`config.mk`:
```
export PLATFORM = sky130hd
export DESIGN_NAME = pmcs_top
export DESIGN_NICKNAME = d
export VERILOG_FILES = /design/src/pmcs_pkg.sv /design/src/pmcs_top.sv
export SDC_FILE = /design/constraint.sdc
export NUM_CORES = 1
export LEC_CHECK = 0
export BUFFER_PORTS_ARGS = -buffer_cell sky130_fd_sc_hd__buf_4
export CAP_MARGIN = 20
export CELL_PAD_IN_SITES_DETAIL_PLACEMENT = 2
export CELL_PAD_IN_SITES_GLOBAL_PLACEMENT = 2
export CORE_UTILIZATION = 32
export DETAILED_ROUTE_END_ITERATION = 8
export PLACE_DENSITY_LB_ADDON = 0.1
export SLEW_MARGIN = 15
export SYNTH_ARGS = -nofsm -noshare
export SYNTH_HDL_FRONTEND = slang
export SYNTH_SLANG_ARGS = --single-unit
```
`constraint.sdc`:
```
create_clock -name pclk -period 2.2 [get_ports pclk]
set_input_delay 0.22 -clock pclk [delete_from_list [all_inputs] [get_ports pclk]]
set_output_delay 0.22 -clock pclk [all_outputs]
set_load 0.05 [all_outputs]
```
`src/pmcs_pkg.sv`:
```
// constants, types and register map of the power mode clock switcher
//
// Summary of operation
// - halt picks Sleep when idle_on_halt is clear, Idle when it is set.
// - every halt re-reads idle_on_halt, so a changed setting takes effect.
// - Idle stops the CPU clock, peripherals run from the selected source.
// - writing clock_source_select switches at once when the new source runs.
// - a switch pauses the clock two old-source cycles plus three new-source cycles.
// - primary_clock_active and secondary_clock_active show the source; neither means internal or Sleep.
// - every Run mode clocks both CPU and peripherals.
// - after reset the device runs from primary with primary_clock_active set.
// - select 01 switches to secondary, stops primary, updates both status bits.
// - select 01 with secondary_osc_enable clear does not enter secondary run.
// - secondary enabled but not oscillating holds device clocks until it starts.
// - secondary to primary keeps secondary clocking until primary ready, then swaps.
// - select 11 switches to internal, stops primary, clears primary_clock_active.
// - internal to primary keeps internal clocking until primary ready.
// - hardware never changes idle_on_halt or clock_source_select.
// - internal oscillator stays on when watchdog is enabled, and outside Sleep when clock monitor is enabled.
// - Sleep stops oscillator and all clocks, clears both status bits, no switch.
// - in Sleep internal runs for watchdog, secondary runs if enabled.
// - wake from Sleep stays unclocked until ready, or runs internal if enabled.
// - after wake primary_clock_active sets once primary clocks the device.
// - select 00 means primary when default_source_config is 1, else internal.
// - every reset clears clock_source_select.
// - crystal primary is ready only after 1024 start-up cycles once re-enabled; reset marks it ready at once.
package pmcs_pkg;
  localparam int unsigned ADDR_W = 8;
  localparam logic [7:0] OFF_OSC_CTRL = 8'h00;
  localparam logic [7:0] OFF_TMR_CTRL = 8'h04;
  localparam logic [7:0] OFF_CONFIG = 8'h08;
  localparam logic [7:0] OFF_STATUS = 8'h0C;
  // oscillator_control_reg fields
  localparam int unsigned BIT_IDLE = 7;
  localparam int unsigned BIT_PRI_ACT = 3;
  localparam int unsigned BIT_SEL_LO = 0;
  // secondary_timer_control fields
  localparam int unsigned BIT_SEC_ACT = 6;
  localparam int unsigned BIT_SEC_EN = 3;
  // configuration fields
  localparam int unsigned BIT_DEF_SRC = 0;
  localparam int unsigned BIT_TWO_SPEED = 1;
  localparam int unsigned BIT_WDT_EN = 2;
  localparam int unsigned BIT_MON_EN = 3;
  localparam int unsigned BIT_CRYSTAL = 4;
  // status fields
  localparam int unsigned BIT_ST_LO = 0;
  localparam int unsigned BIT_SRC_LO = 8;
  localparam int unsigned BIT_PRI_RDY = 10;
  localparam int unsigned BIT_SEC_RDY = 11;
  // reset values
  localparam logic [1:0] RST_SEL = 2'h0;
  localparam logic RST_IDLE = 1'b0;
  localparam logic RST_SEC_EN = 1'b0;
  localparam logic [4:0] RST_CONFIG = 5'h11;
  // counts in source cycles
  localparam int unsigned OST_CYCLES = 1024;
  localparam int unsigned OLD_PAUSE = 2;
  localparam int unsigned NEW_PAUSE = 3;

  typedef enum logic [1:0] {
    SRC_NONE = 2'h0,
    SRC_SEC = 2'h1,
    SRC_PRI = 2'h2,
    SRC_INT = 2'h3
  } pmcs_src_t;

  typedef enum logic [4:0] {
    ST_RUN = 5'h01,
    ST_SW_OLD = 5'h02,
    ST_SW_NEW = 5'h04,
    ST_IDLE = 5'h08,
    ST_SLEEP = 5'h10
  } pmcs_state_t;
endpackage

```
`src/pmcs_top.sv`:
```
// power mode controller and clock source switcher with APB registers
//
// Chosen here: the address map and the APB register port.
`timescale 1ns/100ps
`default_nettype none
module pmcs_top
  import pmcs_pkg::*;
#(
  parameter int unsigned OST_LEN = OST_CYCLES
) (
  input wire logic pclk, // 50 MHz bus clock
  input wire logic presetn, // async reset, active low
  input wire logic psel, // apb select
  input wire logic penable, // apb enable
  input wire logic pwrite, // apb direction
  input wire logic [ADDR_W-1:0] paddr, // apb byte address
  input wire logic [31:0] pwdata, // apb write data
  output var logic [31:0] prdata, // apb read data
  output var logic pready, // apb ready
  output var logic pslverr, // apb error, unmapped address
  input wire logic halt_req, // halt instruction, one-cycle pulse
  input wire logic wake_event, // interrupt, reset or watchdog wake pulse
  input wire logic pri_osc_tick, // primary oscillator, async pin
  input wire logic sec_osc_tick, // secondary oscillator, async pin
  input wire logic int_osc_tick, // internal oscillator, async pin
  input wire logic sec_osc_running, // secondary oscillating, async pin
  output var logic cpu_clk_en, // cpu clock gate
  output var logic periph_clk_en, // peripheral clock gate
  output var logic [1:0] clk_source, // source on the clock mux
  output var logic pri_osc_en, // primary oscillator run
  output var logic sec_osc_en, // secondary oscillator run
  output var logic int_osc_en, // internal oscillator run
  output var logic primary_clock_active, // status copy
  output var logic secondary_clock_active // status copy
);
  localparam int unsigned OW = $clog2(OST_LEN);

  // ----------------------------------------------------------------
  // storage
  // ----------------------------------------------------------------
  logic idle_on_halt;
  logic [1:0] clock_source_select;
  logic secondary_osc_enable;
  logic [4:0] cfg_reg;
  pmcs_state_t state_reg, state_next;
  pmcs_src_t cur_reg, cur_next, dest_reg, dest_next, tgt;
  logic [1:0] pcnt_reg, pcnt_next;
  logic [OW-1:0] ost_cnt;
  logic pri_ready;
  logic [2:0] tk_s1, tk_s2, tk_s3, edges;
  logic run_s1, run_s2, sec_ready;
  logic wr_en, hit, halt_ok, sw_ok;
  logic [31:0] rd_mux;
  logic default_source_config, two_speed, wdt_en, mon_en, crystal_mode;

  assign default_source_config = cfg_reg[BIT_DEF_SRC];
  assign two_speed = cfg_reg[BIT_TWO_SPEED];
  assign wdt_en = cfg_reg[BIT_WDT_EN];
  assign mon_en = cfg_reg[BIT_MON_EN];
  assign crystal_mode = cfg_reg[BIT_CRYSTAL];

  // ----------------------------------------------------------------
  // oscillator synchronisers
  // ----------------------------------------------------------------
  always_ff @(posedge pclk or negedge presetn) begin
    if (!presetn) begin
      tk_s1 <= 3'h0;
      tk_s2 <= 3'h0;
      tk_s3 <= 3'h0;
      run_s1 <= 1'b0;
      run_s2 <= 1'b0;
    end else begin
      tk_s1 <= {int_osc_tick, sec_osc_tick, pri_osc_tick};
      tk_s2 <= tk_s1;
      tk_s3 <= tk_s2;
      run_s1 <= sec_osc_running;
      run_s2 <= run_s1;
    end
  end
  // rising edge of each source: bit0 primary, bit1 secondary, bit2 internal
  assign edges = tk_s2 & ~tk_s3;
  assign sec_ready = run_s2 & secondary_osc_enable;

  function automatic logic tick_of(input pmcs_src_t s, input logic [2:0] e);
    logic t;
    t = 1'b0;
    unique case (s)
      SRC_PRI: t = e[0];
      SRC_SEC: t = e[1];
      SRC_INT: t = e[2];
      default: t = 1'b0;
    endcase
    return t;
  endfunction

  function automatic logic ready_of(input pmcs_src_t s, input logic pr, input logic sr);
    logic r;
    r = 1'b0;
    unique case (s)
      SRC_PRI: r = pr;
      SRC_SEC: r = sr;
      SRC_INT: r = 1'b1;
      default: r = 1'b0;
    endcase
    return r;
  endfunction

  // ----------------------------------------------------------------
  // primary start-up counter
  // ----------------------------------------------------------------
  // external clock modes need no start-up wait
  always_ff @(posedge pclk or negedge presetn) begin
    if (!presetn) begin
      ost_cnt <= '0;
      pri_ready <= 1'b1;
    end else if (!pri_osc_en) begin
      ost_cnt <= '0;
      pri_ready <= 1'b0;
    end else if (!pri_ready) begin
      if (!crystal_mode) begin
        pri_ready <= 1'b1;
      end else if (edges[0]) begin
        if (ost_cnt == OW'(OST_LEN - 1)) begin
          pri_ready <= 1'b1;
        end else begin
          ost_cnt <= ost_cnt + OW'(1);
        end
      end
    end
  end

  // ----------------------------------------------------------------
  // mode sequencer
  // ----------------------------------------------------------------
  always_comb begin
    if (clock_source_select == 2'h0) begin
      tgt = default_source_config ? SRC_PRI : SRC_INT;
    end else begin
      tgt = pmcs_src_t'(clock_source_select);
    end
  end

  assign halt_ok = !(tgt == SRC_SEC && !secondary_osc_enable);
  // sec is entered even when not yet running; the pause then holds clocks
  assign sw_ok = halt_ok && (tgt == SRC_SEC || ready_of(tgt, pri_ready, sec_ready));

  always_comb begin
    state_next = state_reg;
    cur_next = cur_reg;
    dest_next = dest_reg;
    pcnt_next = pcnt_reg;
    unique case (state_reg)
      ST_RUN: begin
        if (halt_req) begin
          if (!idle_on_halt) begin
            state_next = ST_SLEEP;
            cur_next = SRC_NONE;
          end else if (halt_ok) begin
            state_next = ST_IDLE;
          end
        end else if (tgt != cur_reg && sw_ok) begin
          // old source keeps clocking until the new one is ready, except that secondary is entered before it runs
          state_next = ST_SW_OLD;
          dest_next = tgt;
          pcnt_next = 2'h0;
        end
      end
      ST_SW_OLD: begin
        if (tick_of(cur_reg, edges)) begin
          if (pcnt_reg == 2'(OLD_PAUSE - 1)) begin
            state_next = ST_SW_NEW;
            pcnt_next = 2'h0;
          end else begin
            pcnt_next = pcnt_reg + 2'h1;
          end
        end
      end
      ST_SW_NEW: begin
        if (ready_of(dest_reg, pri_ready, sec_ready) && tick_of(dest_reg, edges)) begin
          if (pcnt_reg == 2'(NEW_PAUSE - 1)) begin
            state_next = ST_RUN;
            cur_next = dest_reg;
          end else begin
            pcnt_next = pcnt_reg + 2'h1;
          end
        end
      end
      ST_IDLE: begin
        if (wake_event) begin
          state_next = ST_RUN;
        end
      end
      ST_SLEEP: begin
        if (wake_event) begin
          if (two_speed || mon_en) begin
            state_next = ST_RUN;
            cur_next = SRC_INT;
          end else begin
            state_next = ST_SW_NEW;
            dest_next = halt_ok ? tgt : SRC_INT;
            pcnt_next = 2'h0;
          end
        end
      end
      default: begin
        state_next = ST_RUN;
        cur_next = SRC_INT;
      end
    endcase
  end

  always_ff @(posedge pclk or negedge presetn) begin
    if (!presetn) begin
      state_reg <= ST_RUN;
      cur_reg <= SRC_PRI;
      dest_reg <= SRC_PRI;
      pcnt_reg <= 2'h0;
    end else begin
      state_reg <= state_next;
      cur_reg <= cur_next;
      dest_reg <= dest_next;
      pcnt_reg <= pcnt_next;
    end
  end

  // ----------------------------------------------------------------
  // clock gates, oscillator enables, status
  // ----------------------------------------------------------------
  // gates change only between source edges of a stopped mux: no runt pulse
  always_ff @(posedge pclk or negedge presetn) begin
    if (!presetn) begin
      cpu_clk_en <= 1'b1;
      periph_clk_en <= 1'b1;
      clk_source <= SRC_PRI;
      primary_clock_active <= 1'b1;
      secondary_clock_active <= 1'b0;
    end else begin
      cpu_clk_en <= (state_next == ST_RUN);
      periph_clk_en <= (state_next == ST_RUN) || (state_next == ST_IDLE);
      clk_source <= cur_next;
      primary_clock_active <= (cur_next == SRC_PRI);
      secondary_clock_active <= (cur_next == SRC_SEC);
    end
  end

  always_ff @(posedge pclk or negedge presetn) begin
    if (!presetn) begin
      pri_osc_en <= 1'b1;
      int_osc_en <= 1'b1;
      sec_osc_en <= 1'b0;
    end else begin
      pri_osc_en <= (state_next != ST_SLEEP) && ((cur_next == SRC_PRI) ||
        (dest_next == SRC_PRI && (state_next == ST_SW_OLD || state_next == ST_SW_NEW)) ||
        (tgt == SRC_PRI && state_next == ST_RUN));
      int_osc_en <= wdt_en || ((state_next != ST_SLEEP) &&
        (mon_en || cur_next == SRC_INT || dest_next == SRC_INT));
      sec_osc_en <= secondary_osc_enable;
    end
  end

  // ----------------------------------------------------------------
  // apb slave, no wait state
  // ----------------------------------------------------------------
  always_comb begin
    hit = 1'b1;
    rd_mux = 32'h0000_0000;
    unique case (paddr)
      OFF_OSC_CTRL: begin
        rd_mux[BIT_IDLE] = idle_on_halt;
        rd_mux[BIT_PRI_ACT] = primary_clock_active;
        rd_mux[BIT_SEL_LO +: 2] = clock_source_select;
      end
      OFF_TMR_CTRL: begin
        rd_mux[BIT_SEC_ACT] = secondary_clock_active;
        rd_mux[BIT_SEC_EN] = secondary_osc_enable;
      end
      OFF_CONFIG: rd_mux[4:0] = cfg_reg;
      OFF_STATUS: begin
        rd_mux[BIT_ST_LO +: 5] = state_reg;
        rd_mux[BIT_SRC_LO +: 2] = cur_reg;
        rd_mux[BIT_PRI_RDY] = pri_ready;
        rd_mux[BIT_SEC_RDY] = sec_ready;
      end
      default: hit = 1'b0;
    endcase
  end

  assign wr_en = psel && penable && pready && pwrite && hit;

  always_ff @(posedge pclk or negedge presetn) begin
    if (!presetn) begin
      pready <= 1'b0;
      pslverr <= 1'b0;
      prdata <= 32'h0000_0000;
    end else begin
      pready <= psel && !penable;
      pslverr <= psel && !penable && !hit;
      if (psel && !penable) begin
        prdata <= pwrite ? 32'h0000_0000 : rd_mux;
      end
    end
  end

  // only software writes reach these fields
  always_ff @(posedge pclk or negedge presetn) begin
    if (!presetn) begin
      idle_on_halt <= RST_IDLE;
      clock_source_select <= RST_SEL;
      secondary_osc_enable <= RST_SEC_EN;
      cfg_reg <= RST_CONFIG;
    end else if (wr_en) begin
      if (paddr == OFF_OSC_CTRL) begin
        idle_on_halt <= pwdata[BIT_IDLE];
        clock_source_select <= pwdata[BIT_SEL_LO +: 2];
      end
      if (paddr == OFF_TMR_CTRL) begin
        secondary_osc_enable <= pwdata[BIT_SEC_EN];
      end
      if (paddr == OFF_CONFIG) begin
        cfg_reg <= pwdata[4:0];
      end
    end
  end
endmodule
`default_nettype wire

```
# [Word level (Yosys, flattened, before mapping)]
# Cells that the tools add are included.
[word_totals] out_inout_bits=43 ramBits=0 mem_count=0 inputBits=51 latch_bits=0 register_bits=83 mem_bits_ro=0
[classes] addsub=2 multipliers=0 div_mod_pow=0 bitwise=3 eq_ne=42 magnitude_cmp=0 reduce_logical=37 shift=0 mux=62
[ops] cell="two-way mux 10 bit" n=5
[ops] cell="two-way mux 5 bit" n=10
[ops] cell="two-way mux 2 bit" n=20
[ops] cell="one-hot mux 5 bit (5 select lines)" n=1
[ops] cell="equality test 2 bit (second input constant)" n=11
[ops] cell="inequality test 2 bit (second input constant)" n=9
[ops] cell="equality test 8 x 4 -> 1 bit (second input constant)" n=2
[ops] cell="one-hot mux 2 bit (4 select lines)" n=2
[ops] cell="logical AND 1 bit" n=14
[ops] cell="two-way mux 1 bit" n=12
[ops] cell="two-way mux 12 bit" n=1
[ops] cell="one-hot mux 1 bit (3 select lines)" n=4
[ops] cell="adder 10 x 1 -> 10 bit (second input constant)" n=1
[ops] cell="equality test 10 bit (second input constant)" n=1
[ops] cell="equality test 2 x 1 -> 1 bit (second input constant)" n=5
[ops] cell="equality test 5 x 1 -> 1 bit (second input constant)" n=2
[ops] cell="equality test 5 x 2 -> 1 bit (second input constant)" n=2
[ops] cell="equality test 5 x 3 -> 1 bit (second input constant)" n=2
[ops] cell="equality test 5 x 4 -> 1 bit (second input constant)" n=2
[ops] cell="logical OR 1 bit" n=9
[ops] cell="equality test 8 x 3 -> 1 bit (second input constant)" n=1
[ops] cell="logical NOT 8 bit" n=1
[ops] cell="AND reduction 8 bit" n=1
[ops] cell="one-hot mux 2 bit (3 select lines)" n=1
[ops] cell="other kinds (20)" n=27

# [Depth between registers and ports, before layout]
[logic_depth] depth_word=16 depth_mapped=9 depth_no_buf=9

# [Worst setup path after synthesis]
# OpenSTA, ideal clock, no wires.
[synth_timing] kind="reg2reg" start="register clk_source[0] (netlist name)" end="register int_osc_en" n_path_buf=0 setup_ns=0.077 arrival_time_ns=2.180 required_ns=2.123 setup_slack_ns=-0.057 path_stages_with_launch=8 path_cell_list="dfrtp_1 > and2_1 > a311o_1 > or2_1 > o21ai_2 > mux2i_1 > o221ai_1 > a21o_1"
[synth_rtl] item="end signal, assigned" line_no="pmcs_top.sv:255" source="int_osc_en <= wdt_en || ((state_next != ST_SLEEP) &&"
[synth_rtl] item="end, declared" line_no="pmcs_top.sv:32" source="output var logic int_osc_en,"

# [Worst setup path in the final report]
[layout_timing] start="register state_reg[0]" end="register pri_osc_en"
[layout_between] elab_chain_cells=10 word_cells_on_any_way=31 classes_between="11 x eq/ne; 13 x mux; 7 x reduce/logical"
[layout_rtl] item="start, declared" line_no="pmcs_top.sv:45" source="pmcs_state_t state_reg, state_next;"
[layout_rtl] item="start signal, assigned" line_no="pmcs_top.sv:219" source="state_reg <= state_next;"
[layout_rtl] item="two-way mux 5 bit" line_no="pmcs_top.sv:158" source="end else if (halt_ok) begin"
[layout_rtl] item="two-way mux 5 bit" line_no="pmcs_top.sv:155" source="if (!idle_on_halt) begin"
[layout_rtl] item="two-way mux 5 bit" line_no="pmcs_top.sv:154" source="if (halt_req) begin"
[layout_rtl] item="one-hot mux 5 bit (5 select lines) *" line_no="pmcs_top.sv:152" source="unique case (state_reg)"
[layout_rtl] item="net state_next[0]" line_no="pmcs_top.sv:45"
[layout_rtl] item="equality test 5 x 2 -> 1 bit or equality test 5 x 3 -> 1 bit (tied branches)" line_no="pmcs_top.sv:253" source="(dest_next == SRC_PRI && (state_next == ST_SW_OLD || state_next == ST_SW_NEW)) ||"
[layout_rtl] item="logical OR 1 bit" line_no="pmcs_top.sv:253"
[layout_rtl] item="logical AND 1 bit" line_no="pmcs_top.sv:253"
[layout_rtl] item="logical OR 1 bit" line_no="pmcs_top.sv:252" source="pri_osc_en <= (state_next != ST_SLEEP) && ((cur_next == SRC_PRI) ||"
[layout_rtl] item="logical OR 1 bit" line_no="pmcs_top.sv:253"
[layout_rtl] item="logical AND 1 bit *" line_no="pmcs_top.sv:252"
[layout_rtl] item="end signal, assigned" line_no="pmcs_top.sv:252"
[layout_rtl] item="end, declared" line_no="pmcs_top.sv:30" source="output var logic pri_osc_en,"
# Mark *: on every way through the listed nets, which the timed path passes. The rest lies on a longest branch.
# A chain may end at the register's enable or synchronous reset.

==> qor.txt <==
PortBufs: 46
Buffer and inverter count on the worst path: 0
CP Class: reg2reg
Leakage: 2.04 nW
# Max-Cap Violations: 0
Largest reg by FF count: prdata
Critical Path Source Type: register
Root Buffer: clkbuf_8
Initial antenna violation count: 0
Htree depth: 3
Share of layout cells above drive strength 1: 37.0%
Max Fclk: 0.463 GHz
Clk slew on worst S/H paths: 0.09 ns
Pre-CTS WS: -0.0652 ns
Final core occ: 44.0%
Worst R2R Setup Slack: 0.04 ns
Fillers: 1069
GRT Util Overall: 19.1%
Critical path destination: pri_osc_en
Final net count: 464
Crit-path cells: or3b_1, or3_4, nand3_2, a21oi_1, or3_4, a2bb2oi_1, o21ai_1
Synth area leader: dfrtp_1
CTS Buf Count: 9
CTS tree: done
Avg Inst Size Synth: 10.2 sq um
Period utilization: 98.1%
Switch share: 38.5%
Worst-path maximum fanout: 7
Crit path max-delay family: simple AND/OR/NAND/NOR gates
DPL Wire Length: 6970 um
Critical Path End Type: register
Skew-Pair Late Insertion Delay: 0.35 ns
Synthesis-stage register bit count: 62
Unrepaired setup endpoints after global routing: yes
Inserted Diodes: 0
Relative slew margins: 45.7%
Syn-to-layout area delta: 33.0%
Top flop regs: prdata (11), ost_cnt (10)
First-pass GRT wire length: 14800 um
Seq pwr share: 32.9%
DR iter-0 viols: 45
DR WL/cell: 17.7 um
Antenna-violating nets left: 0
Post-route DRC: 0
WHS: 0.0964 ns
Final Hold Fails: 0
Synth cell types: 62
Sequential area share after synthesis: 48.4%
Cell Rows: 36
Die W: 103 um
Largest net degree at the start of global routing: 63
Worst IR Drop VDD: 458 uV
Largest register FFs: 11
Slew @ Worst Pin: 0.815 ns
Fin crit period: 2.16 ns
Max stage delay on crit path: 0.42 ns
PD cells: 1010 mW/mm^2
Worst r2r path cells: 7
WP depth: 7
Fin Clk Skew: 0.0146 ns
FF-to-FF Start: state_reg[0]
Die ar.: 0.0105 sq mm
Int Power: 0.00266 W
CTS Sinks: 62
Vias per inst: 4.89
Gpl congestion: 0.781
Detailed Routing Iterations Pass 1: 4
Setup violators final: 0
Yosys top cell area share: 39.4%
WL final: 9660 um
Ports: 94
Crit path DAT: 2.41 ns
R2R Path End: pri_osc_en
Synth Instances: 317
WP data required: 2.45 ns
Remaining Overflow, GRT: 0
Mapped Area: 0.00324 sq mm
P_sw: 0.00166 W
Vias in the first global route: 2768
Comb power frac: 41.6%
Crit path max-delay cell type: or3b_1
Most frequent cell after synthesis: dfrtp_1
Post-synth top cells: dfrtp_1, nor2_1, nand2_1
Initial Util: 33.1%
Post-synth EDFFs: 0
Clock Power Share: 25.6%
DIE HEIGHT: 103 um
Max clock buf depth: 2
Core ar.: 0.00977 sq mm
Worst hold path type: in2reg
Share of synthesized flip-flops with an asynchronous set or reset: 100%
Top cell by count, worst path: or3_4
Fin. max-slew vios: 0
Synth warn: 0
Crit. Startpoint: state_reg[0]
Vias post-DR: 2677
Status: complete, no violations
Top post-synthesis cells by area: dfrtp_1, dfstp_2, buf_4
Final WS setup: 0.0416 ns
Ys flop type: dfrtp_1
Overall power: 0.00433 W
## layer usage
metal | track usage, % | part of all wire [%]
met2 | 31.9 | 49
met5 | 0 | 0
met3 | 3.59 | 4.2
met1 | 25.1 | 45
met4 | 5.93 | 1.4
## cell usage in the layout, fill, tap and decap left out, types with 11 or more instances in the layout
cell,n
clkbuf_8,11
dfstp_2,11
buf_4,86
and2_1,13
nand2_1,23
o21ai_0,15
conb_1,21
inv_1,16
dfrtp_1,49
nor2_1,23
## through the flow
step	instances	TNS [ns]	area, sq um
finish	547	0	4300
floorplan	337	0	3310
detailed placement	517	-0.0789	3860
global route	547	-0.0342	4300
CTS	539	-0.0108	4170
global placement	517	0	3860
## cells by family after synthesis
family                     Yosys count  synth area share, %
and+or+nand+nor                    112                 18.9
AOI/OAI and AO/OA                   64                 14.5
DFF                                 62                 48.4
buffers and inverters               48                 8.16
muxes                               15                 5.41
xor gates and xnor gates            11                 2.98
adders and majority gates            4                 1.55
other                                1                0.116
## repair_timing
item / in CTS / in global routing
endpoints found under the setup margin: 2 / 4
endpoints found under the hold margin: 24 / 0
gates cloned: 0 / 0
hold buffers: 5 / 0
resized for setup: 5 / 14
pin swaps: 0 / 4
setup buffers: 1 / 8
## how the worst min path moves through the flow
stage	end	from	slack, ns	cells past startpoint
floorplan	cfg_reg[1]	presetn	-0.08	0
global placement	tk_s1[2]	int_osc_tick	0.33	1
detailed placement	tk_s1[2]	int_osc_tick	0.33	1
CTS	cfg_reg[4]	pwdata[4]	0.08	2
global route	cfg_reg[4]	pwdata[4]	0.08	2
finish	cfg_reg[2]	pwdata[2]	0.1	2
## cell type report
cell class | instances | area (sq um) | share of cell area, %
multi-input cells | 227 | 1580 | 36.8
flip-flops and latches | 62 | 1570 | 36.4
repair buffers | 92 | 707 | 16.4
well taps | 133 | 166 | 3.87
clock buffers | 11 | 151 | 3.52
clock inverters | 5 | 63.8 | 1.48
inverters | 17 | 63.8 | 1.48
## power by group through the flow
| stage | Clock, W | Sequential [W] | Combinational [W] |
|---|---|---|---|
| after floorplan | 0 | 0.00165 | 0.000764 |
| after global placement | 0 | 0.00145 | 0.00151 |
| after detailed placement | 0 | 0.00146 | 0.00154 |
| after CTS | 0.00114 | 0.00144 | 0.00162 |
| after global routing | 0.00119 | 0.00144 | 0.00192 |
| final | 0.00111 | 0.00142 | 0.00180 |
No activity file was read; power rests on OpenSTA's default activity.
